===== config.mk =====
export PLATFORM = sky130hd
export DESIGN_NAME = ptm_timer
export DESIGN_NICKNAME = d
export VERILOG_FILES = /design/src/hw/ptm_pkg.sv /design/src/hw/ptm_scale_if.sv /design/src/hw/ptm_prescale.sv /design/src/hw/ptm_timer.sv
export SDC_FILE = /design/constraint.sdc
export NUM_CORES = 1
export LEC_CHECK = 0
export BUFFER_PORTS_ARGS = -buffer_cell sky130_fd_sc_hd__buf_2
export CAP_MARGIN = 5
export CORE_MARGIN = 3
export CORE_UTILIZATION = 40
export DETAILED_ROUTE_END_ITERATION = 8
export PLACE_DENSITY = 0.74
export SYNTH_ARGS = -nofsm -noshare
export SYNTH_HDL_FRONTEND = slang
export SYNTH_SLANG_ARGS = --single-unit

===== constraint.sdc =====
create_clock -name i_mclk -period 2.57 [get_ports i_mclk]
set_input_delay 0.1285 -clock i_mclk [delete_from_list [all_inputs] [get_ports i_mclk]]
set_output_delay 0.1285 -clock i_mclk [all_outputs]
set_load 0.03 [all_outputs]

===== src/hw/ptm_pkg.sv =====
// Package of register map, field layout and reset values for the period timer
package ptm_pkg;
    // ------------------------------------------------------------------
    // Register word indices (byte address is four times the index)
    // ------------------------------------------------------------------
    localparam logic [7:0] IDX_TICK_COUNT   = 8'h11;
    localparam logic [7:0] IDX_TIMER_CTRL   = 8'h12;
    localparam logic [7:0] IDX_PERIOD_MATCH = 8'h13;
    localparam logic [7:0] IDX_PERIPH_FLAGS = 8'h0C;

    // ------------------------------------------------------------------
    // Field positions
    // ------------------------------------------------------------------
    localparam int CTRL_IN_DIV_LSB  = 0;
    localparam int CTRL_RUN_BIT     = 2;
    localparam int CTRL_OUT_DIV_LSB = 3;
    localparam int FLAG_MATCH_BIT   = 1;

    // ------------------------------------------------------------------
    // Reset values
    // ------------------------------------------------------------------
    localparam logic [7:0] RST_TICK_COUNT   = 8'h00;
    localparam logic [6:0] RST_TIMER_CTRL   = 7'h00;
    localparam logic [7:0] RST_PERIOD_MATCH = 8'hFF;

    // ------------------------------------------------------------------
    // Timing: instruction clock is oscillator divided by four
    // ------------------------------------------------------------------
    localparam int          INSTR_CLK_DIV  = 4;
    localparam logic [1:0]  INSTR_DIV_LAST = 2'(INSTR_CLK_DIV - 1);
    localparam logic [3:0]  PRE_LAST_X1    = 4'h0;
    localparam logic [3:0]  PRE_LAST_X4    = 4'h3;
    localparam logic [3:0]  PRE_LAST_X16   = 4'hF;
endpackage : ptm_pkg


===== src/hw/ptm_scale_if.sv =====
// Interface between the timer core and its scaler counters
`timescale 1ns/1ps
`default_nettype none
interface ptm_scale_if;
    logic       clear;   // Clear prescaler and postscaler counts
    logic       tick;    // Instruction clock enable, timer running
    logic [1:0] in_sel;  // Input divide select
    logic [3:0] out_sel; // Output divide select
    logic       pre_out; // Prescaled increment enable
    logic       match;   // Period match pulse
    logic       post_out;// Postscaled match pulse

    modport core  (output clear, tick, in_sel, out_sel, match,
                   input pre_out, post_out);
    modport scale (input clear, tick, in_sel, out_sel, match,
                   output pre_out, post_out);
endinterface : ptm_scale_if
`default_nettype wire


===== src/hw/ptm_prescale.sv =====
// Prescaler counter feeding the tick counter
`timescale 1ns/1ps
`default_nettype none
module ptm_prescale (
    // Clock and reset
    input  wire logic  i_mclk,
    input  wire logic  i_sys_rst,
    // Core link
    ptm_scale_if.scale sif
);
    logic [3:0] pre_q;
    logic [3:0] pre_d;
    logic [3:0] pre_last;
    logic       pre_hit;

    // Ratio decode: 00 gives 1:1, 01 gives 1:4, 1x gives 1:16
    assign pre_last = sif.in_sel[1] ? ptm_pkg::PRE_LAST_X16 :
                      sif.in_sel[0] ? ptm_pkg::PRE_LAST_X4 : ptm_pkg::PRE_LAST_X1;
    assign pre_hit     = sif.tick && (pre_q >= pre_last);
    assign sif.pre_out = pre_hit;
    assign pre_d       = sif.clear ? 4'h0 :
                         pre_hit ? 4'h0 : sif.tick ? pre_q + 4'h1 : pre_q;

    // Prescale count register
    always_ff @(posedge i_mclk or posedge i_sys_rst) begin
        if (i_sys_rst) pre_q <= 4'h0;
        else pre_q <= pre_d;
    end

    // The count only moves on a tick or a clear, so look at the count itself, not its past
    a_pre_ratio16: assert property (@(posedge i_mclk) disable iff (i_sys_rst)
        (sif.pre_out && sif.in_sel[1]) |-> pre_q == ptm_pkg::PRE_LAST_X16)
        else $error("prescale 1:16 output early");
endmodule : ptm_prescale
`default_nettype wire


===== src/hw/ptm_timer.sv =====
// Period timer with prescaler, postscaler and AHB-Lite register slave
//
// Design decision made here: register access over AHB-Lite.
`timescale 1ns/1ps
`default_nettype none
module ptm_timer (
    // Clock and reset
    input  wire logic        i_mclk,
    input  wire logic        i_sys_rst,
    // AHB-Lite slave
    input  wire logic        i_hsel,
    input  wire logic [31:0] i_haddr,
    input  wire logic [1:0]  i_htrans,
    input  wire logic        i_hwrite,
    input  wire logic [2:0]  i_hsize,
    input  wire logic [31:0] i_hwdata,
    input  wire logic        i_hready,
    output logic      [31:0] o_hrdata,
    output logic             o_hreadyout,
    output logic             o_hresp,
    // Timer outputs
    output logic             o_match_to_serial,
    output logic             o_match_flag
);
    // ------------------------------------------------------------------
    // Storage
    // ------------------------------------------------------------------
    logic [7:0]  tick_count_q;
    logic [7:0]  tick_count_d;
    logic [7:0]  period_match_value_q;
    logic [6:0]  timer_control_q;
    logic        match_flag_q;
    logic        match_flag_d;
    logic [1:0]  instr_div_q;
    logic        ph_wr_q;
    logic [7:0]  ph_idx_q;
    logic [31:0] rdata_q;

    ptm_scale_if sif ();

    // ------------------------------------------------------------------
    // Bus decode
    // ------------------------------------------------------------------
    function automatic logic [7:0] word_index(input logic [31:0] addr);
        word_index = addr[9:2];
    endfunction : word_index

    logic       addr_take;
    logic [7:0] addr_idx;
    logic       wr_now;
    logic       wr_tick;
    logic       wr_ctrl;
    logic       wr_period;
    logic       wr_flags;
    logic [7:0] wbyte;

    // Address phase capture and data phase write strobes
    assign addr_take = i_hsel && i_hready && i_htrans[1];
    assign addr_idx  = word_index(i_haddr);
    assign wr_now    = ph_wr_q;
    assign wbyte     = i_hwdata[7:0];
    assign wr_tick   = wr_now && (ph_idx_q == ptm_pkg::IDX_TICK_COUNT);
    assign wr_ctrl   = wr_now && (ph_idx_q == ptm_pkg::IDX_TIMER_CTRL);
    assign wr_period = wr_now && (ph_idx_q == ptm_pkg::IDX_PERIOD_MATCH);
    assign wr_flags  = wr_now && (ph_idx_q == ptm_pkg::IDX_PERIPH_FLAGS);

    // Zero-wait OKAY slave
    assign o_hreadyout = 1'b1;
    assign o_hresp     = 1'b0;
    assign o_hrdata    = rdata_q;

    // Address phase register
    always_ff @(posedge i_mclk or posedge i_sys_rst) begin
        if (i_sys_rst) begin
            ph_wr_q  <= 1'b0;
            ph_idx_q <= 8'h00;
        end else begin
            ph_wr_q  <= addr_take && i_hwrite;
            ph_idx_q <= addr_take ? addr_idx : ph_idx_q;
        end
    end

    // Read mux, unmapped words read zero; bit 7 of control reads zero
    logic [7:0] rd_sel;
    assign rd_sel = (addr_idx == ptm_pkg::IDX_TICK_COUNT)   ? tick_count_q :
                    (addr_idx == ptm_pkg::IDX_TIMER_CTRL)   ? {1'b0, timer_control_q} :
                    (addr_idx == ptm_pkg::IDX_PERIOD_MATCH) ? period_match_value_q :
                    (addr_idx == ptm_pkg::IDX_PERIPH_FLAGS) ?
                        8'(match_flag_q) << ptm_pkg::FLAG_MATCH_BIT : 8'h00;

    always_ff @(posedge i_mclk or posedge i_sys_rst) begin
        if (i_sys_rst) rdata_q <= 32'h0000_0000;
        else if (addr_take && !i_hwrite) rdata_q <= {24'h00_0000, rd_sel};
    end

    // ------------------------------------------------------------------
    // Control and period registers
    // ------------------------------------------------------------------
    always_ff @(posedge i_mclk or posedge i_sys_rst) begin
        if (i_sys_rst) begin
            timer_control_q      <= ptm_pkg::RST_TIMER_CTRL;
            period_match_value_q <= ptm_pkg::RST_PERIOD_MATCH;
        end else begin
            if (wr_ctrl) timer_control_q <= wbyte[6:0];
            if (wr_period) period_match_value_q <= wbyte;
        end
    end

    logic       run;
    assign run = timer_control_q[ptm_pkg::CTRL_RUN_BIT];

    // ------------------------------------------------------------------
    // Instruction clock enable: oscillator divided by four
    // ------------------------------------------------------------------
    always_ff @(posedge i_mclk or posedge i_sys_rst) begin
        if (i_sys_rst) instr_div_q <= 2'h0;
        else if (instr_div_q == ptm_pkg::INSTR_DIV_LAST) instr_div_q <= 2'h0;
        else instr_div_q <= instr_div_q + 2'h1;
    end

    // Scaler link signals
    assign sif.tick    = run && (instr_div_q == ptm_pkg::INSTR_DIV_LAST);
    assign sif.clear   = wr_tick || wr_ctrl;
    assign sif.in_sel  = timer_control_q[ptm_pkg::CTRL_IN_DIV_LSB +: 2];
    assign sif.out_sel = timer_control_q[ptm_pkg::CTRL_OUT_DIV_LSB +: 4];

    ptm_prescale u_pre (
        .i_mclk    (i_mclk),
        .i_sys_rst (i_sys_rst),
        .sif       (sif)
    );

    ptm_postscale u_post (
        .i_mclk    (i_mclk),
        .i_sys_rst (i_sys_rst),
        .sif       (sif)
    );

    // ------------------------------------------------------------------
    // Tick counter with period wrap
    // ------------------------------------------------------------------
    logic inc;
    logic at_period;
    assign inc       = sif.pre_out && !sif.clear;
    assign at_period = (tick_count_q == period_match_value_q);
    assign sif.match = inc && at_period;
    assign tick_count_d = wr_tick ? wbyte :
                          !inc ? tick_count_q :
                          at_period ? ptm_pkg::RST_TICK_COUNT :
                          tick_count_q + 8'h01;

    always_ff @(posedge i_mclk or posedge i_sys_rst) begin
        if (i_sys_rst) tick_count_q <= ptm_pkg::RST_TICK_COUNT;
        else tick_count_q <= tick_count_d;
    end

    // Serial port shift clock source, registered match pulse
    always_ff @(posedge i_mclk or posedge i_sys_rst) begin
        if (i_sys_rst) o_match_to_serial <= 1'b0;
        else o_match_to_serial <= sif.match;
    end

    // ------------------------------------------------------------------
    // Match flag: set wins over software clear
    // ------------------------------------------------------------------
    assign match_flag_d = sif.post_out ? 1'b1 :
                          wr_flags ? wbyte[ptm_pkg::FLAG_MATCH_BIT] : match_flag_q;

    always_ff @(posedge i_mclk or posedge i_sys_rst) begin
        if (i_sys_rst) match_flag_q <= 1'b0;
        else match_flag_q <= match_flag_d;
    end
    assign o_match_flag = match_flag_q;

    // ------------------------------------------------------------------
    // Assertions
    // ------------------------------------------------------------------
    a_wrap_zero: assert property (@(posedge i_mclk) disable iff (i_sys_rst)
        sif.match && !wr_tick |=> tick_count_q == 8'h00)
        else $error("counter did not wrap to zero");
    a_count_up: assert property (@(posedge i_mclk) disable iff (i_sys_rst)
        inc && !at_period && !wr_tick |=> tick_count_q == $past(tick_count_q) + 8'h01)
        else $error("counter did not step by one");
    a_stop_hold: assert property (@(posedge i_mclk) disable iff (i_sys_rst)
        !run && !wr_tick |=> $stable(tick_count_q))
        else $error("stopped timer changed count");
    a_ctrl_keeps: assert property (@(posedge i_mclk) disable iff (i_sys_rst)
        wr_ctrl && !wr_tick |=> tick_count_q == $past(tick_count_q))
        else $error("control write changed counter");
    a_tick_load: assert property (@(posedge i_mclk) disable iff (i_sys_rst)
        wr_tick |=> tick_count_q == $past(wbyte))
        else $error("counter write lost");
    a_bit7_zero: assert property (@(posedge i_mclk) disable iff (i_sys_rst)
        addr_take && !i_hwrite && addr_idx == ptm_pkg::IDX_TIMER_CTRL |=> !o_hrdata[7])
        else $error("control bit 7 read as one");
    a_flag_sets: assert property (@(posedge i_mclk) disable iff (i_sys_rst)
        sif.post_out |=> o_match_flag)
        else $error("flag not set by postscaler");
    a_serial_out: assert property (@(posedge i_mclk) disable iff (i_sys_rst)
        sif.match |=> o_match_to_serial ##1 !o_match_to_serial || $past(sif.match,1))
        else $error("serial match pulse wrong");
    a_period_rst: assert property (@(posedge i_mclk)
        $fell(i_sys_rst) |-> period_match_value_q == 8'hFF && timer_control_q == 7'h00)
        else $error("reset values wrong");

    c_wrap:     cover property (@(posedge i_mclk) disable iff (i_sys_rst) sif.match);
    c_flag:     cover property (@(posedge i_mclk) disable iff (i_sys_rst) sif.post_out);
    c_ctrl_wr:  cover property (@(posedge i_mclk) disable iff (i_sys_rst) wr_ctrl && run);
    c_pre16:    cover property (@(posedge i_mclk) disable iff (i_sys_rst)
        inc && sif.in_sel[1]);
endmodule : ptm_timer

// Postscaler counting period matches
module ptm_postscale (
    // Clock and reset
    input  wire logic  i_mclk,
    input  wire logic  i_sys_rst,
    // Core link
    ptm_scale_if.scale sif
);
    logic [3:0] post_q;
    logic [3:0] post_d;
    logic       post_hit;

    // Ratio is field plus one; restart after reaching it
    assign post_hit     = sif.match && (post_q >= sif.out_sel);
    assign sif.post_out = post_hit;
    assign post_d       = sif.clear ? 4'h0 :
                          post_hit ? 4'h0 : sif.match ? post_q + 4'h1 : post_q;

    // Postscale count register
    always_ff @(posedge i_mclk or posedge i_sys_rst) begin
        if (i_sys_rst) post_q <= 4'h0;
        else post_q <= post_d;
    end
endmodule : ptm_postscale
`default_nettype wire


==> impl_metrics.py <==
metrics = {
    "run_status": {
        "outcome": "completed",
    },
    "worst_setup_path": {
        "crit_path_end_kind": "register",
        "arrival_ps": 2590,
        "reg2reg_to": "tick_count_q[2]",
        "cp_max_fo": 13,
        "critPathKind": "reg2reg",
        "r2r_start": "timer_control_q[0]",
        "reg2reg_slack_ps": 220,
        "critPathLaunchType": "register",
        "r2r_cells": 8,
        "crit_required_ps": 2800,
    },
    "placed_design": {
        "place_congestion": 0.896,
        "dpl.cell_count": 428,
        "dp_worst_setup_slack_ps": 256,
        "portBuffers": 31,
        "hpwl_um": 4960,
    },
    "pwr": {
        "power_density_mw_per_mm2": 595,
        "p_int_mw": 1.31,
        "p_clk_share_pct": 23.4,
        "switching_share_pct": 33.5,
        "comb_power_share_pct": 24.1,
        "p_leak_nw": 1.48,
        "peakVddDrop_mv": 0.296,
        "power_mw": 1.97,
        "p_sw_uw": 660,
        "p_seq_share_pct": 52.5,
    },
    "global_routing": {
        "grt_pass1_vias": 2241,
        "globalRouteMet3Util_pct": 2.90,
        "grt_max_degree": 23,
        "grtUsageTotal_pct": 15.3,
        "antenna_found_initial": 0,
        "grtUsageMet2_pct": 25.5,
        "grt_overflow": 0,
        "grt_pass1_wl_um": 10700,
        "grt-busiest-layer": "met2",
        "use_met1_pct": 20.5,
    },
    "clock_tree": {
        "htree_levels": 2,
        "path_clk_slew_ps": 100,
        "cts_sinks": 52,
        "clockBufferDepth": 2,
        "cts_tree": "yes",
        "clk_latency_ps": 310,
        "cts-hold-fix-buffers": 1,
        "ctsResizeCount": 0,
        "numCtsBuffers": 5,
        "post-cts-setup-buffers": 0,
        "cts_root_buf": "clkbuf_8",
    },
    "layout": {
        "nNetsFinal": 423,
        "ff_latch_area_mm2": 0.00131,
        "area_delta_synth_final_pct": 7.97,
        "final_common_cell": "dfrtp_1",
        "fin_cells": 437,
        "fill_cells": 713,
        "final_util_pct": 45.1,
        "antenna_cells": 0,
        "final_cell_mix": "dfrtp_1 (44), buf_2 (31), mux2_2 (28), conb_1 (26), nand2_1 (25)",
        "layout-drive-gt1-share_pct": 24.9,
        "multiInputGateArea_mm2": 0.00155,
    },
    "detailed_routing": {
        "drc": 0,
        "wirelength_um": 6490,
        "drtIter0Drc": 170,
        "vias": 2286,
        "viasPerCell": 5.23,
        "wl_per_cell_um": 14.8,
        "first_pass_iters": 4,
        "ant_nets": 0,
    },
    "synth": {
        "synth-simple-area-share_pct": 18.3,
        "synth_top_family_by_area": "simple AND/OR/NAND/NOR gates",
        "synthFlopType": "dfrtp_1",
        "synth.cell_area_mm2": 0.00306,
        "yosysWarnings": 0,
        "synth-compound-area-share_pct": 10.3,
        "ys_ff_latch": 52,
        "synth-edff-count": 0,
        "ys_seq_area_share_pct": 42.8,
        "synth_area_per_cell_um2": 9.94,
        "synthAdderAreaFrac_pct": 4.90,
        "async_flop_share_pct": 100,
        "synthCells": 308,
        "synthXorXnorAreaFrac_pct": 3.15,
        "yosysUniqueCellTypes": 45,
        "muxShareOfSynthArea_pct": 10.6,
    },
    "floorplan": {
        "start_util_pct": 41.8,
        "die_h_um": 93.5,
        "dieArea_mm2": 0.00874,
        "die_x_um": 93.5,
        "core_area_mm2": 0.00733,
        "rows": 31,
        "ioPinCount": 110,
    },
    "sta": {
        "max_freq_ghz": 0.425,
        "relSlewSlack_pct": 58.9,
        "fin_tns_setup_ps": 0,
        "report.final.slew_viol_count": 0,
        "finalCritPeriodShare_pct": 91.6,
        "fin_worst_skew_ps": 10.8,
        "period_needed_ps": 2350,
        "finalSetupViolations": 0,
        "hold_violations": 0,
        "finalWorstSetupSlack_ps": 215,
        "tightest_slew_ps": 611,
        "rsz0062_at_grt": "no",
    },
    "hold_path": {
        "min_path_type": "in2reg",
        "whs_endpoint": "ph_wr_q",
        "min_from": "i_hwrite",
        "holdPathStages": 3,
    },
    "flow_run": {
        "max_cap_violations": 0,
    },
}
==> cells in the mapped netlist (3+ instances only) <==
| cell type | count | area [um^2] |
|---|---|---|
| a211oi_1 | 3 | 22.5 |
| a21oi_1 | 8 | 40.0 |
| a22oi_1 | 9 | 67.6 |
| a31oi_1 | 4 | 25.0 |
| and3_1 | 5 | 31.3 |
| buf_2 | 3 | 15.0 |
| buf_4 | 26 | 195 |
| clkbuf_1 | 7 | 26.3 |
| dfrtp_1 | 44 | 1100 |
| dfstp_2 | 8 | 210 |
| ha_1 | 12 | 150 |
| inv_1 | 10 | 37.5 |
| mux2_2 | 28 | 315 |
| nand2_1 | 25 | 93.8 |
| nand2b_1 | 5 | 31.3 |
| nand3_1 | 19 | 95.1 |
| nand3b_1 | 5 | 37.5 |
| nand4_1 | 4 | 25.0 |
| nor2_1 | 10 | 37.5 |
| nor3_1 | 5 | 25.0 |
| nor4_1 | 5 | 31.3 |
| o21ai_0 | 16 | 80.1 |
| or3_1 | 4 | 25.0 |
| xor2_1 | 11 | 96.3 |
==> routing by layer <==
| metal | wire [um] | part of all wire [%] |
|---|---|---|
| met5 | 0 | 0 |
| met4 | 65 | 1.0 |
| met3 | 303 | 4.7 |
| met2 | 3240 | 50 |
| met1 | 2880 | 44 |
==> worst max-delay path, stage by stage, from the launching register on <==
cell	delay, ps
dfrtp_1	400
or2_2	340
ha_1	280
nand2b_1	140
a2111o_1	500
nand4_1	130
buf_4	190
o21ai_0	120
a31oi_1	180
==> layout make-up <==
| type | count | area share (%) |
|---|---|---|
| clock inverters | 2 | 0.378 |
| inverters | 10 | 1.14 |
| flip-flops and latches | 52 | 39.7 |
| multi-input cells | 231 | 46.8 |
| repair buffers | 37 | 6.13 |
| well taps | 99 | 3.75 |
| clock buffers | 6 | 2.19 |
==> cells by family after synthesis <==
logic type,after synthesis
AND/OR/NAND/NOR,103
flip-flops,52
AO/OA/AOI/OAI,50
buffers and inverters,49
multiplexers,29
adder cells (fa/ha/maj),12
XOR/XNOR,11
other,2
==> power by group through the flow <==
| stage | clock, mW | sequential [mW] | combinational, mW |
|---|---|---|---|
| 2_1_floorplan | 0 | 1.01 | 0.405 |
| 3_3_place_gp | 0 | 1.04 | 0.454 |
| 3_5_place_dp | 0 | 1.05 | 0.471 |
| 4_1_cts | 0.477 | 1.03 | 0.476 |
| 5_1_grt | 0.517 | 1.05 | 0.538 |
| 6_report | 0.461 | 1.03 | 0.474 |
==> metrics by stage <==
| step | hold slack [ps] | area, um^2 |
|---|---|---|
| 4_1_cts | 60.7 | 3310 |
| 3_5_place_dp | 84.7 | 3210 |
| 2_1_floorplan | 253 | 3150 |
| 6_report | 65.9 | 3310 |
| 3_3_place_gp | 81.5 | 3210 |
| 5_1_grt | 63.9 | 3310 |
==> state kept, by name (all words and copies together), names as in the netlist <==
name and count:
instr_div_q 2, o_hrdata 8, o_match_flag 1, o_match_to_serial 1, period_match_value_q 8, ph_idx_q 8, ph_wr_q 1, tick_count_q 8
timer_control_q 7, u_post.post_q 4, u_pre.pre_q 4
==> how the worst max path moves through the flow <==
stage	from	endpoint	slack (ps)	cells past startpoint
6_report	timer_control_q[0]	tick_count_q[2]	220	8
3_3_place_gp	timer_control_q[0]	tick_count_q[2]	310	8
3_5_place_dp	timer_control_q[0]	tick_count_q[3]	260	8
2_1_floorplan	timer_control_q[0]	tick_count_q[2]	400	8
4_1_cts	timer_control_q[0]	tick_count_q[3]	220	8
5_1_grt	timer_control_q[0]	tick_count_q[3]	90	8
Note: power is estimated with default switching activity, not from simulation.
